==> src/hdl/serial_pkg.sv <==
`default_nettype none
package serial_pkg;
   // register offsets (byte addresses, one word each)
   localparam logic [7:0] ADDR_DATA   = 8'h00;
   localparam logic [7:0] ADDR_FLAG   = 8'h18;
   localparam logic [7:0] ADDR_IDIV   = 8'h24;
   localparam logic [7:0] ADDR_FDIV   = 8'h28;
   localparam logic [7:0] ADDR_LINE   = 8'h2c;
   localparam logic [7:0] ADDR_CTRL   = 8'h30;
   // control register fields
   localparam int CTRL_EN_POS  = 0;
   localparam int CTRL_IR_POS  = 1;
   localparam int CTRL_TXE_POS = 8;
   localparam int CTRL_RXE_POS = 9;
   localparam logic [15:0] CTRL_RESET = 16'h0300;
   // line control fields
   localparam int LINE_BRK_POS  = 0;
   localparam int LINE_PEN_POS  = 1;
   localparam int LINE_EPS_POS  = 2;
   localparam int LINE_STP2_POS = 3;
   localparam int LINE_FEN_POS  = 4;
   localparam int LINE_WLEN_LSB = 5;
   localparam int LINE_SPS_POS  = 7;
   localparam logic [7:0]  LINE_RESET = 8'h00;
   localparam logic [15:0] IDIV_RESET = 16'h0000;
   localparam logic [5:0]  FDIV_RESET = 6'h00;
   // flag register fields
   localparam int FLAG_BUSY_POS = 3;
   localparam int FLAG_RXFE_POS = 4;
   localparam int FLAG_TXFF_POS = 5;
   localparam int FLAG_RXFF_POS = 6;
   localparam int FLAG_TXFE_POS = 7;
   // receive status positions inside a 12-bit entry
   localparam int ST_FE = 8;
   localparam int ST_PE = 9;
   localparam int ST_BE = 10;
   localparam int ST_OE = 11;
   localparam logic [3:0] OVERSAMPLE = 4'hf;
   localparam logic [3:0] MID_TICK   = 4'h7;
   // infrared pulse: 3 of 16 ticks
   localparam logic [3:0] IR_TICKS   = 4'h3;
   localparam int FIFO_DEPTH = 16;
endpackage : serial_pkg
`default_nettype wire
==> src/hdl/serial_baud.sv <==
`default_nettype none
module serial_baud (
   input  wire logic        core_clk,
   input  wire logic        sys_rst,
   input  wire logic [15:0] div_int,
   input  wire logic [5:0]  div_frac,
   output logic             tick
);
   // fractional accumulator: period is div_int or div_int+1 clocks
   logic [15:0] cnt_reg;
   logic [6:0]  acc_reg;
   logic [6:0]  acc_sum;
   logic [15:0] limit;

   assign acc_sum = {1'b0, acc_reg[5:0]} + {1'b0, div_frac};
   assign limit   = acc_sum[6] ? div_int : div_int - 16'h0001;

   always_ff @(posedge core_clk) begin
      if (sys_rst || div_int == '0) begin
         cnt_reg <= '0;
         acc_reg <= '0;
         tick    <= 1'b0;
      end else if (cnt_reg >= limit) begin
         cnt_reg <= '0;
         acc_reg <= acc_sum;
         tick    <= 1'b1;
      end else begin
         cnt_reg <= cnt_reg + 16'h0001;
         tick    <= 1'b0;
      end
   end
endmodule // serial_baud
`default_nettype wire

==> src/hdl/serial_core.sv <==
// Behaviour
// - transmit and receive enabled after reset
// - disable finishes current character first
// - frame: start, data LSB first, parity, stop
// - receive status stored with each character
// - divisor is 16-bit integer, 6-bit fraction
// - tick at sixteen times baud rate
// - divisor and line latched on line write
// - sixteen-entry queues, receive entries twelve bits
// - enabled transmit sends until queue empty
// - busy until queue empty and stop sent
// - start bit checked at eighth tick
// - data sampled every sixteenth tick
// - stop sample low means framing error (not set here when break is flagged)
// - port-zero pins default to serial function
// - control bit selects infrared encoding
// - queues one deep until line FEN bit set
// - data read twelve bits, write eight
//
// Implementation choices: the register addresses and strobed register access.
`default_nettype none
module serial_core #(
   parameter int DEPTH = serial_pkg::FIFO_DEPTH
) (
   input  wire logic        core_clk,
   input  wire logic        sys_rst,
   input  wire logic [7:0]  reg_addr,
   input  wire logic [31:0] reg_wdata,
   input  wire logic        reg_wr,
   input  wire logic        reg_rd,
   output logic      [31:0] reg_rdata,
   input  wire logic        port0_serial_input,
   output logic             port0_serial_output,
   output logic             busy
);
   initial begin
      if (DEPTH != 16) $error("queue depth must be 16");
   end

   typedef enum logic [4:0] {
      TX_IDLE = 5'b00001, TX_START = 5'b00010, TX_DATA = 5'b00100,
      TX_PAR  = 5'b01000, TX_STOP  = 5'b10000
   } tx_state_t;
   typedef enum logic [4:0] {
      RX_IDLE = 5'b00001, RX_START = 5'b00010, RX_DATA = 5'b00100,
      RX_PAR  = 5'b01000, RX_STOP  = 5'b10000
   } rx_state_t;

   logic [15:0] ctrl_reg;
   logic [15:0] idiv_reg;
   logic [5:0]  fdiv_reg;
   logic [29:0] active_reg;  // line[29:22] frac[21:16] int[15:0]
   logic [7:0]  line;
   logic        tick;
   logic        enable;

   assign line   = active_reg[29:22];
   assign enable = ctrl_reg[serial_pkg::CTRL_EN_POS];

   // register writes; control resets with both directions on
   always_ff @(posedge core_clk) begin
      if (sys_rst) begin
         ctrl_reg   <= serial_pkg::CTRL_RESET;
         idiv_reg   <= serial_pkg::IDIV_RESET;
         fdiv_reg   <= serial_pkg::FDIV_RESET;
         active_reg <= {serial_pkg::LINE_RESET, serial_pkg::FDIV_RESET,
                        serial_pkg::IDIV_RESET};
      end else if (reg_wr) begin
         unique case (reg_addr)
            serial_pkg::ADDR_CTRL: ctrl_reg <= reg_wdata[15:0];
            serial_pkg::ADDR_IDIV: idiv_reg <= reg_wdata[15:0];
            serial_pkg::ADDR_FDIV: fdiv_reg <= reg_wdata[5:0];
            // divisor takes effect only here
            serial_pkg::ADDR_LINE: active_reg <= {reg_wdata[7:0],
                                   fdiv_reg, idiv_reg};
            default: ;
         endcase
      end
   end

   serial_baud u_baud (
      .core_clk (core_clk),
      .sys_rst  (sys_rst),
      .div_int  (active_reg[15:0]),
      .div_frac (active_reg[21:16]),
      .tick     (tick)
   );

   // ---------------- transmit ----------------
   logic [7:0] tx_q_data;
   logic       tx_q_empty;
   logic       tx_q_full;
   logic       tx_pop;
   tx_state_t  tx_state_reg;
   logic [7:0] tx_shift_reg;
   logic [3:0] tx_tick_reg;
   logic [2:0] tx_bit_reg;
   logic       tx_stop2_reg;
   logic       tx_par_reg;
   logic       tx_line_reg;
   logic [3:0] tx_ir_reg;
   logic [2:0] wlen_max;
   logic       par_bit;

   assign wlen_max = {1'b1, line[serial_pkg::LINE_WLEN_LSB +: 2]};
   // 5..8 bits: top index 4..7

   serial_fifo #(.WIDTH(8), .DEPTH(DEPTH)) u_txq (
      .core_clk (core_clk),
      .sys_rst  (sys_rst),
      .deep     (line[serial_pkg::LINE_FEN_POS]),
      .push     (reg_wr && reg_addr == serial_pkg::ADDR_DATA),
      .wdata    (reg_wdata[7:0]),
      .pop      (tx_pop),
      .rdata    (tx_q_data),
      .empty    (tx_q_empty),
      .full     (tx_q_full)
   );

   assign tx_pop = tick && tx_state_reg == TX_IDLE && !tx_q_empty
                   && enable && ctrl_reg[serial_pkg::CTRL_TXE_POS];

   // stick parity forces the bit; otherwise even/odd over data,
   // last data bit still in the shifter when the parity bit is set
   always_comb begin
      if (line[serial_pkg::LINE_SPS_POS])
         par_bit = !line[serial_pkg::LINE_EPS_POS];
      else
         par_bit = tx_par_reg ^ tx_shift_reg[0] ^
                   !line[serial_pkg::LINE_EPS_POS];
   end

   // once started, a frame runs out regardless of enable
   always_ff @(posedge core_clk) begin
      if (sys_rst) begin
         tx_state_reg <= TX_IDLE;
         tx_shift_reg <= '0;
         tx_tick_reg  <= '0;
         tx_bit_reg   <= '0;
         tx_stop2_reg <= 1'b0;
         tx_par_reg   <= 1'b0;
         tx_line_reg  <= 1'b1;
      end else if (tick) begin
         tx_tick_reg <= tx_tick_reg + 4'h1;
         unique case (tx_state_reg)
            TX_IDLE: begin
               tx_tick_reg <= '0;
               tx_line_reg <= !line[serial_pkg::LINE_BRK_POS];
               if (tx_pop) begin
                  tx_shift_reg <= tx_q_data;
                  tx_par_reg   <= 1'b0;
                  tx_bit_reg   <= '0;
                  tx_line_reg  <= 1'b0;
                  tx_state_reg <= TX_START;
               end
            end
            TX_START: if (tx_tick_reg == serial_pkg::OVERSAMPLE) begin
               tx_line_reg  <= tx_shift_reg[0];
               tx_state_reg <= TX_DATA;
            end
            TX_DATA: if (tx_tick_reg == serial_pkg::OVERSAMPLE) begin
               tx_par_reg   <= tx_par_reg ^ tx_shift_reg[0];
               tx_shift_reg <= {1'b0, tx_shift_reg[7:1]};
               tx_bit_reg   <= tx_bit_reg + 3'h1;
               if (tx_bit_reg == wlen_max) begin
                  if (line[serial_pkg::LINE_PEN_POS]) begin
                     tx_line_reg  <= par_bit;
                     tx_state_reg <= TX_PAR;
                  end else begin
                     tx_line_reg  <= 1'b1;
                     tx_stop2_reg <= line[serial_pkg::LINE_STP2_POS];
                     tx_state_reg <= TX_STOP;
                  end
               end else begin
                  tx_line_reg <= tx_shift_reg[1];
               end
            end
            TX_PAR: if (tx_tick_reg == serial_pkg::OVERSAMPLE) begin
               tx_line_reg  <= 1'b1;
               tx_stop2_reg <= line[serial_pkg::LINE_STP2_POS];
               tx_state_reg <= TX_STOP;
            end
            TX_STOP: if (tx_tick_reg == serial_pkg::OVERSAMPLE) begin
               tx_stop2_reg <= 1'b0;
               if (!tx_stop2_reg) tx_state_reg <= TX_IDLE;
            end
         endcase
      end
   end

   // infrared: short high pulse for each zero bit, low otherwise
   always_ff @(posedge core_clk) begin
      if (sys_rst) begin
         tx_ir_reg           <= '0;
         port0_serial_output <= 1'b1;
      end else begin
         if (ctrl_reg[serial_pkg::CTRL_IR_POS])
            port0_serial_output <= !tx_line_reg &&
                                   tx_tick_reg < serial_pkg::IR_TICKS;
         else
            port0_serial_output <= tx_line_reg;
         tx_ir_reg <= tx_tick_reg;
      end
   end

   always_ff @(posedge core_clk) begin
      if (sys_rst) busy <= 1'b0;
      else busy <= !tx_q_empty || tx_state_reg != TX_IDLE ||
                   (reg_wr && reg_addr == serial_pkg::ADDR_DATA);
   end

   // ---------------- receive ----------------
   logic [2:0]  rx_sync_reg;
   logic        rx_in_reg;
   logic        rx_raw;
   rx_state_t   rx_state_reg;
   logic [3:0]  rx_tick_reg;
   logic [2:0]  rx_bit_reg;
   logic [7:0]  rx_shift_reg;
   logic        rx_par_reg;
   logic        rx_pe_reg;
   logic        rx_low_reg;
   logic        rx_push;
   logic [11:0] rx_entry;
   logic [11:0] rx_q_data;
   logic        rx_q_empty;
   logic        rx_q_full;
   logic        rx_pop;
   logic        rx_fe;
   logic        rx_be;
   logic        rx_armed_reg;

   // raw input feeds the receiver; no infrared decoding
   assign rx_raw = port0_serial_input;

   always_ff @(posedge core_clk) begin
      if (sys_rst) begin
         rx_sync_reg <= 3'b111;
         rx_in_reg   <= 1'b1;
      end else begin
         rx_sync_reg <= {rx_sync_reg[1:0], rx_raw};
         if (rx_sync_reg[1] == rx_sync_reg[2]) rx_in_reg <= rx_sync_reg[2];
      end
   end

   // a start needs a high line first: a low stop or break tail
   // must not restart the receiver
   always_ff @(posedge core_clk) begin
      if (sys_rst) rx_armed_reg <= 1'b1;
      else if (rx_state_reg != RX_IDLE) rx_armed_reg <= 1'b0;
      else if (rx_in_reg) rx_armed_reg <= 1'b1;
   end

   assign rx_fe = !rx_in_reg;
   // low through every bit and stop means break
   assign rx_be = rx_low_reg && !rx_in_reg;
   assign rx_push = tick && rx_state_reg == RX_STOP &&
                    rx_tick_reg == serial_pkg::OVERSAMPLE && !rx_q_full;
   assign rx_entry = {rx_q_full, rx_be, rx_pe_reg, rx_fe && !rx_be,
                      rx_shift_reg};
   assign rx_pop = reg_rd && reg_addr == serial_pkg::ADDR_DATA;

   logic       ovr_reg;
   always_ff @(posedge core_clk) begin
      if (sys_rst) ovr_reg <= 1'b0;
      else if (tick && rx_state_reg == RX_STOP &&
               rx_tick_reg == serial_pkg::OVERSAMPLE && rx_q_full)
         ovr_reg <= 1'b1;
      else if (rx_push) ovr_reg <= 1'b0;
   end

   serial_fifo #(.WIDTH(12), .DEPTH(DEPTH)) u_rxq (
      .core_clk (core_clk),
      .sys_rst  (sys_rst),
      .deep     (line[serial_pkg::LINE_FEN_POS]),
      .push     (rx_push),
      .wdata    ({ovr_reg | rx_entry[11], rx_entry[10:0]}),
      .pop      (rx_pop),
      .rdata    (rx_q_data),
      .empty    (rx_q_empty),
      .full     (rx_q_full)
   );

   always_ff @(posedge core_clk) begin
      if (sys_rst) begin
         rx_state_reg <= RX_IDLE;
         rx_tick_reg  <= '0;
         rx_bit_reg   <= '0;
         rx_shift_reg <= '0;
         rx_par_reg   <= 1'b0;
         rx_pe_reg    <= 1'b0;
         rx_low_reg   <= 1'b0;
      end else if (tick) begin
         rx_tick_reg <= rx_tick_reg + 4'h1;
         unique case (rx_state_reg)
            RX_IDLE: begin
               rx_tick_reg <= '0;
               if (!rx_in_reg && rx_armed_reg && enable &&
                   ctrl_reg[serial_pkg::CTRL_RXE_POS])
                  rx_state_reg <= RX_START;
            end
            RX_START: if (rx_tick_reg == serial_pkg::MID_TICK) begin
               rx_tick_reg <= '0;
               rx_bit_reg  <= '0;
               rx_par_reg  <= 1'b0;
               rx_low_reg  <= 1'b1;
               rx_shift_reg <= '0;
               rx_state_reg <= rx_in_reg ? RX_IDLE : RX_DATA;
            end
            RX_DATA: if (rx_tick_reg == serial_pkg::OVERSAMPLE) begin
               rx_shift_reg[rx_bit_reg] <= rx_in_reg;
               rx_par_reg <= rx_par_reg ^ rx_in_reg;
               rx_low_reg <= rx_low_reg && !rx_in_reg;
               rx_bit_reg <= rx_bit_reg + 3'h1;
               if (rx_bit_reg == wlen_max)
                  rx_state_reg <= line[serial_pkg::LINE_PEN_POS]
                                  ? RX_PAR : RX_STOP;
            end
            RX_PAR: if (rx_tick_reg == serial_pkg::OVERSAMPLE) begin
               rx_low_reg <= rx_low_reg && !rx_in_reg;
               if (line[serial_pkg::LINE_SPS_POS])
                  rx_pe_reg <= rx_in_reg == line[serial_pkg::LINE_EPS_POS];
               else
                  rx_pe_reg <= rx_par_reg ^ rx_in_reg ^
                               !line[serial_pkg::LINE_EPS_POS];
               rx_state_reg <= RX_STOP;
            end
            RX_STOP: if (rx_tick_reg == serial_pkg::OVERSAMPLE) begin
               rx_pe_reg    <= 1'b0;
               rx_state_reg <= RX_IDLE;
            end
         endcase
      end
   end

   // ---------------- read port ----------------
   always_ff @(posedge core_clk) begin
      if (sys_rst) reg_rdata <= '0;
      else if (reg_rd) begin
         unique case (reg_addr)
            serial_pkg::ADDR_DATA: reg_rdata <= {20'h0, rx_q_data};
            serial_pkg::ADDR_FLAG: reg_rdata <= {24'h0, tx_q_empty,
                  rx_q_full, tx_q_full, rx_q_empty, busy, 3'h0};
            serial_pkg::ADDR_IDIV: reg_rdata <= {16'h0, idiv_reg};
            serial_pkg::ADDR_FDIV: reg_rdata <= {26'h0, fdiv_reg};
            serial_pkg::ADDR_LINE: reg_rdata <= {24'h0, line};
            serial_pkg::ADDR_CTRL: reg_rdata <= {16'h0, ctrl_reg};
            default:               reg_rdata <= '0;
         endcase
      end else reg_rdata <= '0;
   end

   property p_busy_frame;
      @(posedge core_clk) disable iff (sys_rst)
      (tx_state_reg != TX_IDLE) |=> busy;
   endproperty
   a_busy_frame: assert property (p_busy_frame)
      else $error("busy low during frame");

   property p_start_low;
      @(posedge core_clk) disable iff (sys_rst)
      (tx_state_reg == TX_START) |-> !tx_line_reg;
   endproperty
   a_start_low: assert property (p_start_low)
      else $error("start bit not low");

   property p_ctrl_reset;
      @(posedge core_clk)
      $fell(sys_rst) |-> ctrl_reg[serial_pkg::CTRL_TXE_POS] &&
                         ctrl_reg[serial_pkg::CTRL_RXE_POS];
   endproperty
   a_ctrl_reset: assert property (p_ctrl_reset)
      else $error("directions not enabled after reset");

   property p_latch;
      @(posedge core_clk) disable iff (sys_rst)
      !(reg_wr && reg_addr == serial_pkg::ADDR_LINE) |=>
         $stable(active_reg);
   endproperty
   a_latch: assert property (p_latch)
      else $error("divisor changed without line write");

   property p_start_reject;
      @(posedge core_clk) disable iff (sys_rst)
      (tick && rx_state_reg == RX_START && rx_tick_reg ==
       serial_pkg::MID_TICK && rx_in_reg) |=> rx_state_reg == RX_IDLE;
   endproperty
   a_start_reject: assert property (p_start_reject)
      else $error("false start accepted");

   property p_shallow;
      @(posedge core_clk) disable iff (sys_rst)
      (!line[serial_pkg::LINE_FEN_POS] && !tx_q_empty) |-> tx_q_full;
   endproperty
   a_shallow: assert property (p_shallow)
      else $error("queue deeper than one while disabled");

   property p_rd_data;
      @(posedge core_clk) disable iff (sys_rst)
      (reg_rd && reg_addr == serial_pkg::ADDR_DATA) |=>
         reg_rdata[31:12] == 20'h0;
   endproperty
   a_rd_data: assert property (p_rd_data)
      else $error("data read wider than twelve bits");

   property p_fe;
      @(posedge core_clk) disable iff (sys_rst)
      rx_push |-> rx_entry[serial_pkg::ST_FE] ==
                  (!rx_in_reg && !rx_be);
   endproperty
   a_fe: assert property (p_fe)
      else $error("framing flag wrong");
endmodule // serial_core
`default_nettype wire

==> src/hdl/serial_fifo.sv <==
`default_nettype none
module serial_fifo #(
   parameter int WIDTH = 8,
   parameter int DEPTH = 16
) (
   input  wire logic             core_clk,
   input  wire logic             sys_rst,
   input  wire logic             deep,
   input  wire logic             push,
   input  wire logic [WIDTH-1:0] wdata,
   input  wire logic             pop,
   output logic      [WIDTH-1:0] rdata,
   output logic                  empty,
   output logic                  full
);
   localparam int AW = $clog2(DEPTH);
   initial begin
      if (DEPTH < 2 || (1 << AW) != DEPTH)
         $error("serial_fifo depth must be a power of two");
   end
   logic [WIDTH-1:0] mem_reg [DEPTH];
   logic [AW-1:0]    wp_reg;
   logic [AW-1:0]    rp_reg;
   logic [AW:0]      cnt_reg;
   logic             do_push;
   logic             do_pop;

   // without the queue bit only one entry is usable
   assign empty   = (cnt_reg == '0);
   assign full    = deep ? (cnt_reg == (AW+1)'(DEPTH))
                         : (cnt_reg != '0);
   assign do_push = push && !full;
   assign do_pop  = pop && !empty;
   assign rdata   = mem_reg[rp_reg];

   always_ff @(posedge core_clk) begin
      if (do_push) begin
         mem_reg[wp_reg] <= wdata;
      end
   end

   always_ff @(posedge core_clk) begin
      if (sys_rst) begin
         wp_reg  <= '0;
         rp_reg  <= '0;
         cnt_reg <= '0;
      end else begin
         if (do_push) wp_reg <= wp_reg + 1'b1;
         if (do_pop)  rp_reg <= rp_reg + 1'b1;
         cnt_reg <= cnt_reg + (AW+1)'(do_push) - (AW+1)'(do_pop);
      end
   end
endmodule // serial_fifo
`default_nettype wire

==> config.mk <==
export PLATFORM = sky130hd
export DESIGN_NAME = serial_core
export DESIGN_NICKNAME = d
export VERILOG_FILES = /design/src/hdl/serial_pkg.sv /design/src/hdl/serial_baud.sv /design/src/hdl/serial_core.sv /design/src/hdl/serial_fifo.sv
export SDC_FILE = /design/constraint.sdc
export NUM_CORES = 1
export LEC_CHECK = 0
export ABC_AREA = 1
export BUFFER_PORTS_ARGS = -buffer_cell sky130_fd_sc_hd__buf_2
export CORE_UTILIZATION = 30
export CTS_CLUSTER_DIAMETER = 50
export DETAILED_ROUTE_END_ITERATION = 12
export PLACE_DENSITY = 0.45
export SYNTH_ARGS = -nofsm -noshare
export SYNTH_HDL_FRONTEND = slang
export SYNTH_SLANG_ARGS = --single-unit
==> constraint.sdc <==
create_clock -name core_clk -period 3 [get_ports core_clk]
set_input_delay 0.15 -clock core_clk [delete_from_list [all_inputs] [get_ports core_clk]]
set_output_delay 0.15 -clock core_clk [all_outputs]
set_load 0.005 [all_outputs]
* Yosys cells after proc, flatten, opt, wreduce, memory -nomap -nowiden
Memory sizes are Yosys's and may differ from the RTL's. A register that Yosys moved wholly into a read port is not among the register bits.
Index checks and enable logic that the tools add are counted.
Widths: inputs -> output; s select.
** Word-level totals
- Memories kept :: 2
- Output and inout bits :: 34
- Memory bits (writable) :: 320
- Bits of input ports :: 45
- Bits in registers :: 203
** Operators by class
- Bitwise gates (word level) :: 6
- $lt $le $gt $ge :: 4
- Eq/ne operators :: 41
- $add $sub $neg :: 15
- Multiplexer cells :: 80
- Reduce and logical (&&, ||, !) cells :: 62
** Memories
- u_rxq.mem_reg :: words 16, bits a word 12, read ports 1, clocked after Yosys merged registers in 1, wr ports 1, RTL line serial_fifo.sv:21 : logic [WIDTH-1:0] mem_reg [DEPTH];
- u_txq.mem_reg :: words 16, bits a word 8, read ports 1, clocked after Yosys merged registers in 1, wr ports 1, RTL line serial_fifo.sv:21
** Operator list (number)
- $pmux 16 s6 :: 1
- $mux 5 :: 14
- $pmux 5 s5 :: 2
- $mux 1 :: 34
- $eq 8x6->1 const B :: 4
- $mux 8 :: 4
- $pmux 8 s2 :: 2
- $add 4x1->4 const B :: 6
- $mux 4 :: 6
- $ne 2x2->1 const B :: 12
- $logic_and 1x1->1 :: 21
- $eq 5x5->1 const B :: 4
- $add 16x1->16 const B :: 1
- $ge 16x16->1 :: 1
- $logic_not 16->1 :: 1
- $mux 16 :: 1
- $reduce_and 4->1 :: 4
- $sub 16x1->16 const B :: 1
- $mux 3 :: 5
- $reduce_and 7->1 :: 2
- $pmux 3 s2 :: 2
- $reduce_bool 2->1 :: 6
- $add 5x1->5 :: 2
- $eq 5x1->1 const B :: 2
- other kinds (36) :: 70

* Depth between registers and ports, before layout
- Word-level depth :: 8
- Mapped depth :: 21

* Cells and area by module
From an unflattened synthesis, not the netlist that was laid out.
** Second synthesis, totals
- Cell total of the unflattened synthesis :: 2806
- Area total of the unflattened synthesis :: 24523.5 um^2
** Modules (own cells, without submodules)
- serial_fifo at u_rxq :: instances 1, area each 9196.3 um^2, cells each 921
- serial_core :: instances 1, area each 6722.7 um^2, cells each 940
- serial_fifo at u_txq :: instances 1, area each 6483.7 um^2, cells each 658
- serial_baud :: instances 1, area each 2120.8 um^2, cells each 287

* Worst setup path before layout
OpenSTA, ideal clock, no wires.
- Kind :: flip-flop to flip-flop
- Start :: reg active_reg[16]
- End :: reg u_baud.cnt_reg[0]
- Setup slack :: -1 ps
- Data arrival time :: 2937 ps
- Cell stages (with the launch flop) :: 22
- Setup time :: 64 ps
- Cell sequence :: dfxtp_1 -> ha_1 -> inv_1 -> fa_1 -> nand3b_1 -> nand2_1 -> a21oi_2 -> buf_2 -> nand2_1 -> xor2_1 -> inv_1 -> ha_1 -> nand2_1 -> inv_1 -> nand2_1 -> nand2_1 -> nand2_1 -> nand2_1 -> a21oi_2 -> nand3_2 -> buf_4 -> nor2_1
** On the way
- Cells in the longest elaborated chain, start to end :: 4
** Ends and longest elaborated chain
- from (decl) :: RTL line serial_core.sv:52 : logic [29:0] active_reg;
- from (signal assigned) :: RTL line serial_core.sv:66 : active_reg <= {serial_pkg::LINE_RESET, serial_pkg::FDIV_RESET,
- from (signal assigned) :: RTL line serial_core.sv:74 : serial_pkg::ADDR_LINE: active_reg <= {reg_wdata[7:0],
- $add 6x6->7 :: RTL line serial_baud.sv:15 : assign acc_sum = {1'b0, acc_reg[5:0]} + {1'b0, div_frac};
- $mux 16 :: RTL line serial_baud.sv:16 : assign limit = acc_sum[6] ? div_int : div_int - 16'h0001;
- $ge 16x16->1 :: RTL line serial_baud.sv:23 : end else if (cnt_reg >= limit) begin
- $reduce_or 2->1 (no line)
- to (signal assigned) :: RTL line serial_baud.sv:28 : cnt_reg <= cnt_reg + 16'h0001;
- to (decl) :: RTL line serial_baud.sv:10 : logic [15:0] cnt_reg;
No other way between the ends.
A chain may end at the register's enable or synchronous reset.

* Final worst setup path
- Start :: reg active_reg[16]
- End :: reg u_baud.acc_reg[2]
** On the way
- Cells in the longest elaborated chain, start to end :: 3
** Ends and longest elaborated chain
- $add 6x6->7 (*) :: RTL line serial_baud.sv:15
- $mux 16 :: RTL line serial_baud.sv:16
- $ge 16x16->1 :: RTL line serial_baud.sv:23
- to (signal assigned) :: RTL line serial_baud.sv:25 : acc_reg <= acc_sum;
- to (decl) :: RTL line serial_baud.sv:11 : logic [6:0] acc_reg;
Mark *: on every way between the ends. The rest lies on a longest branch, timed or not.

==> run metrics <==
Setup violations, final 0; Setup crit end kind flop; vias in the first global route around 17,000; DR iter-0 viols 916; initial core utilization a little under a third; Logic pwr share 1.3%; I/O pins ~80; Clock Skew approximately 0.036 ns; number of flops mapped to enable cells by yosys between 300 and 400; CP required about 3.5 ns; clock buffer count from CTS 74; first-pass GRT wire length between 90,000 and 100,000 µm; number of nets with antenna violations after routing 0; root buf cell clkbuf_16; Max Slew Vio Count 0; Die Area 78,300 µm²; via/cell ratio around 4.6; Worst-Margin Slew around 1.1 ns; ys flop type edfxtp_1; max FFs per register 192; Worst setup SP type flop; status complete, no violations; Static Leak 0.0107 µW; Internal 12,700 µW; Worst slew margin 29.0%; CTS tree done; vias around 17,000; share of cells above drive strength 1 approximately an eighth; Clock Power Share a little over half; DR WL/cell roughly 17 µm; DP Area around 25,000 µm²; sequential group share of total power approximately 46%; max cap viols 0; Core Area 76,200 µm²; die extent in x 280 µm; Clock Tree Buf Depth 3; WL final around 62,000 µm; Die H between 200 and 300 µm; Max Clock Freq between 300 and 400 MHz; H-tree Lvls 3; synthesis-to-layout area growth 19.4%; FFs w/ async S/R, synth 0%; worst min path class input pin to flop; crit-path max FO 7; Skew-Pair Late Insertion Delay between 0.6 and 0.7 ns; commonest non-fill, non-tap cell in the layout nand2_1; GPL Wtd Cong roughly 0.79; Overflow after GRT 0; CP arrival approximately 3.5 ns; maximum VDD drop just over 400 µV; CTS Sinks ~520; final worst path period share between 90% and 100%; final net count around 2,700; most frequent cells in the layout 506 x nand2_1, 331 x inv_1, 320 x edfxtp_1; Setup CP Type flop to flop; synthesized area approximately 23,000 µm²; Rows slightly above 100; flops & latches, synth roughly 500; final routed DRC violation total 0; final core utilization ~36%; pwr dens 589 nW/µm²; Synth cell types between 40 and 50; register area share after synthesis approximately three fifths; clock slew at reported path FFs around 0.05 ns; post-synthesis cell count roughly 2,500; Sw Ratio a little over a fifth; initial antenna violation count 4; syn_area_per_cell between 9 and 10 µm²; synth warn 0; Port Buffer Count between 40 and 50; drt first pass iters 5; dpl hpwl slightly above 40,000 µm; Final min period roughly 3 ns; switching power 3540 µW; gr usage total roughly 16%; RSZ-0062 raised after global routing yes; final hold viol count 0; Hold Slack 0.0460 ns; post-route cell area around 28,000 µm²; pin count of the biggest net entering global routing ~70
[critical path: stages (launching register included)]
cell and delay [ns]:
dfxtp_2 0.35, ha_4 0.15, inv_2 0.03, fa_2 0.34
nand3b_1 0.18, nand2_2 0.12, a21oi_4 0.09, buf_6 0.15
and3_4 0.14, xor2_1 0.14, ha_1 0.31, a21oi_2 0.13
o21a_1 0.13, nand2_2 0.08, nand3b_1 0.30, nand3_1 0.16
nand2_1 0.06
[cells by family (layout without fill, tap and decap cells)]
kind of cell	after synthesis	in the layout	share of synthesized area (%)
AOI/OAI and AO/OA	401	401	9.78
xor gates and xnor gates	45	45	1.70
adders and majority gates	53	53	2.96
buffers and inverters	470	624	8.14
DFF	515	515	58.4
other	1	17	0.0162
and+or+nand+nor	1028	1029	19.0
[per-stage QoR]
| step | worst slack (ns) | setup TNS, ns | cells | total power [µW] |
|---|---|---|---|---|
| after floorplan | 0.0316 | 0 | 2528 | 7720 |
| after global placement | -0.166 | -3.38 | 3558 | 7810 |
| after detailed placement | -0.251 | -4.94 | 3558 | 7810 |
| after CTS | -0.0328 | -0.0608 | 3709 | 16500 |
| after global routing | -0.147 | -2.35 | 3714 | 16800 |
| final | 0.0366 | 0 | 3714 | 16300 |
[path summary, 6_finish.rpt]
kind / from / depth (start not counted) / slack [ns] / endpoint
worst max register to register: active_reg[16] / 16 / 0.04 / u_baud.acc_reg[2]
worst min register to register: rx_sync_reg[0] / 1 / 0.42 / rx_sync_reg[1]
worst min-delay path: reg_wdata[0] / 1 / 0.05 / u_txq.mem_reg[11][0]
worst max-delay path: active_reg[16] / 16 / 0.04 / u_baud.acc_reg[2]
[cells in the mapped netlist, types with 4 or more instances]
master | number | area [µm²]
inv_1 | 333 | 1250
xnor2_1 | 12 | 105
nand4_1 | 36 | 225
nand3_1 | 230 | 1150
o211ai_1 | 84 | 631
buf_2 | 27 | 135
buf_1 | 12 | 45.0
xor2_1 | 33 | 289
inv_2 | 5 | 18.8
o21ai_0 | 128 | 641
nor2_2 | 7 | 43.8
clkbuf_1 | 68 | 255
o22ai_1 | 8 | 50.1
nor3_1 | 27 | 135
or2_2 | 5 | 31.3
edfxtp_1 | 320 | 9610
a21oi_1 | 165 | 826
nand2_1 | 514 | 1930
nand3b_1 | 4 | 30.0
ha_1 | 50 | 626
nor2_1 | 187 | 702
dfxtp_1 | 195 | 3900
buf_4 | 21 | 158
nor2_4 | 4 | 45.0
[power by group through the flow]
stage	combinational [µW]	clock, µW	sequential [µW]
2_1_floorplan	96.1	0	7620
3_3_place_gp	190	0	7620
3_5_place_dp	192	0	7620
4_1_cts	205	8830	7470
5_1_grt	228	9130	7470
6_report	206	8600	7470
[cell type report]
type	count	area (µm²)
diodes	1	2.50
clock buffers	90	1930
clock inverters	47	528
fillers	7690	48600
inverters	341	1280
multi-input cells	1544	8020
flip-flops and latches	515	13500
well taps	1030	1290
repair buffers	146	1060
[per-layer routing]
layer	vias to the layer above	track usage, %	wire [µm]
met5	-	0	23
met4	4	4.61	1170
met3	75	3.04	2610
met2	290	25.7	28700
met1	8182	21.2	29400
li1	8607	-	-
[repair_timing]
action,4_1_cts,5_1_grt
hold buffers,11,0
pin swaps,18,24
setup endpoints to repair,23,24
setup buffers,2,3
hold endpoints to repair,31,0
resized for setup,15,26
cloned,1,1
Note: power is estimated with default switching activity, not from simulation.
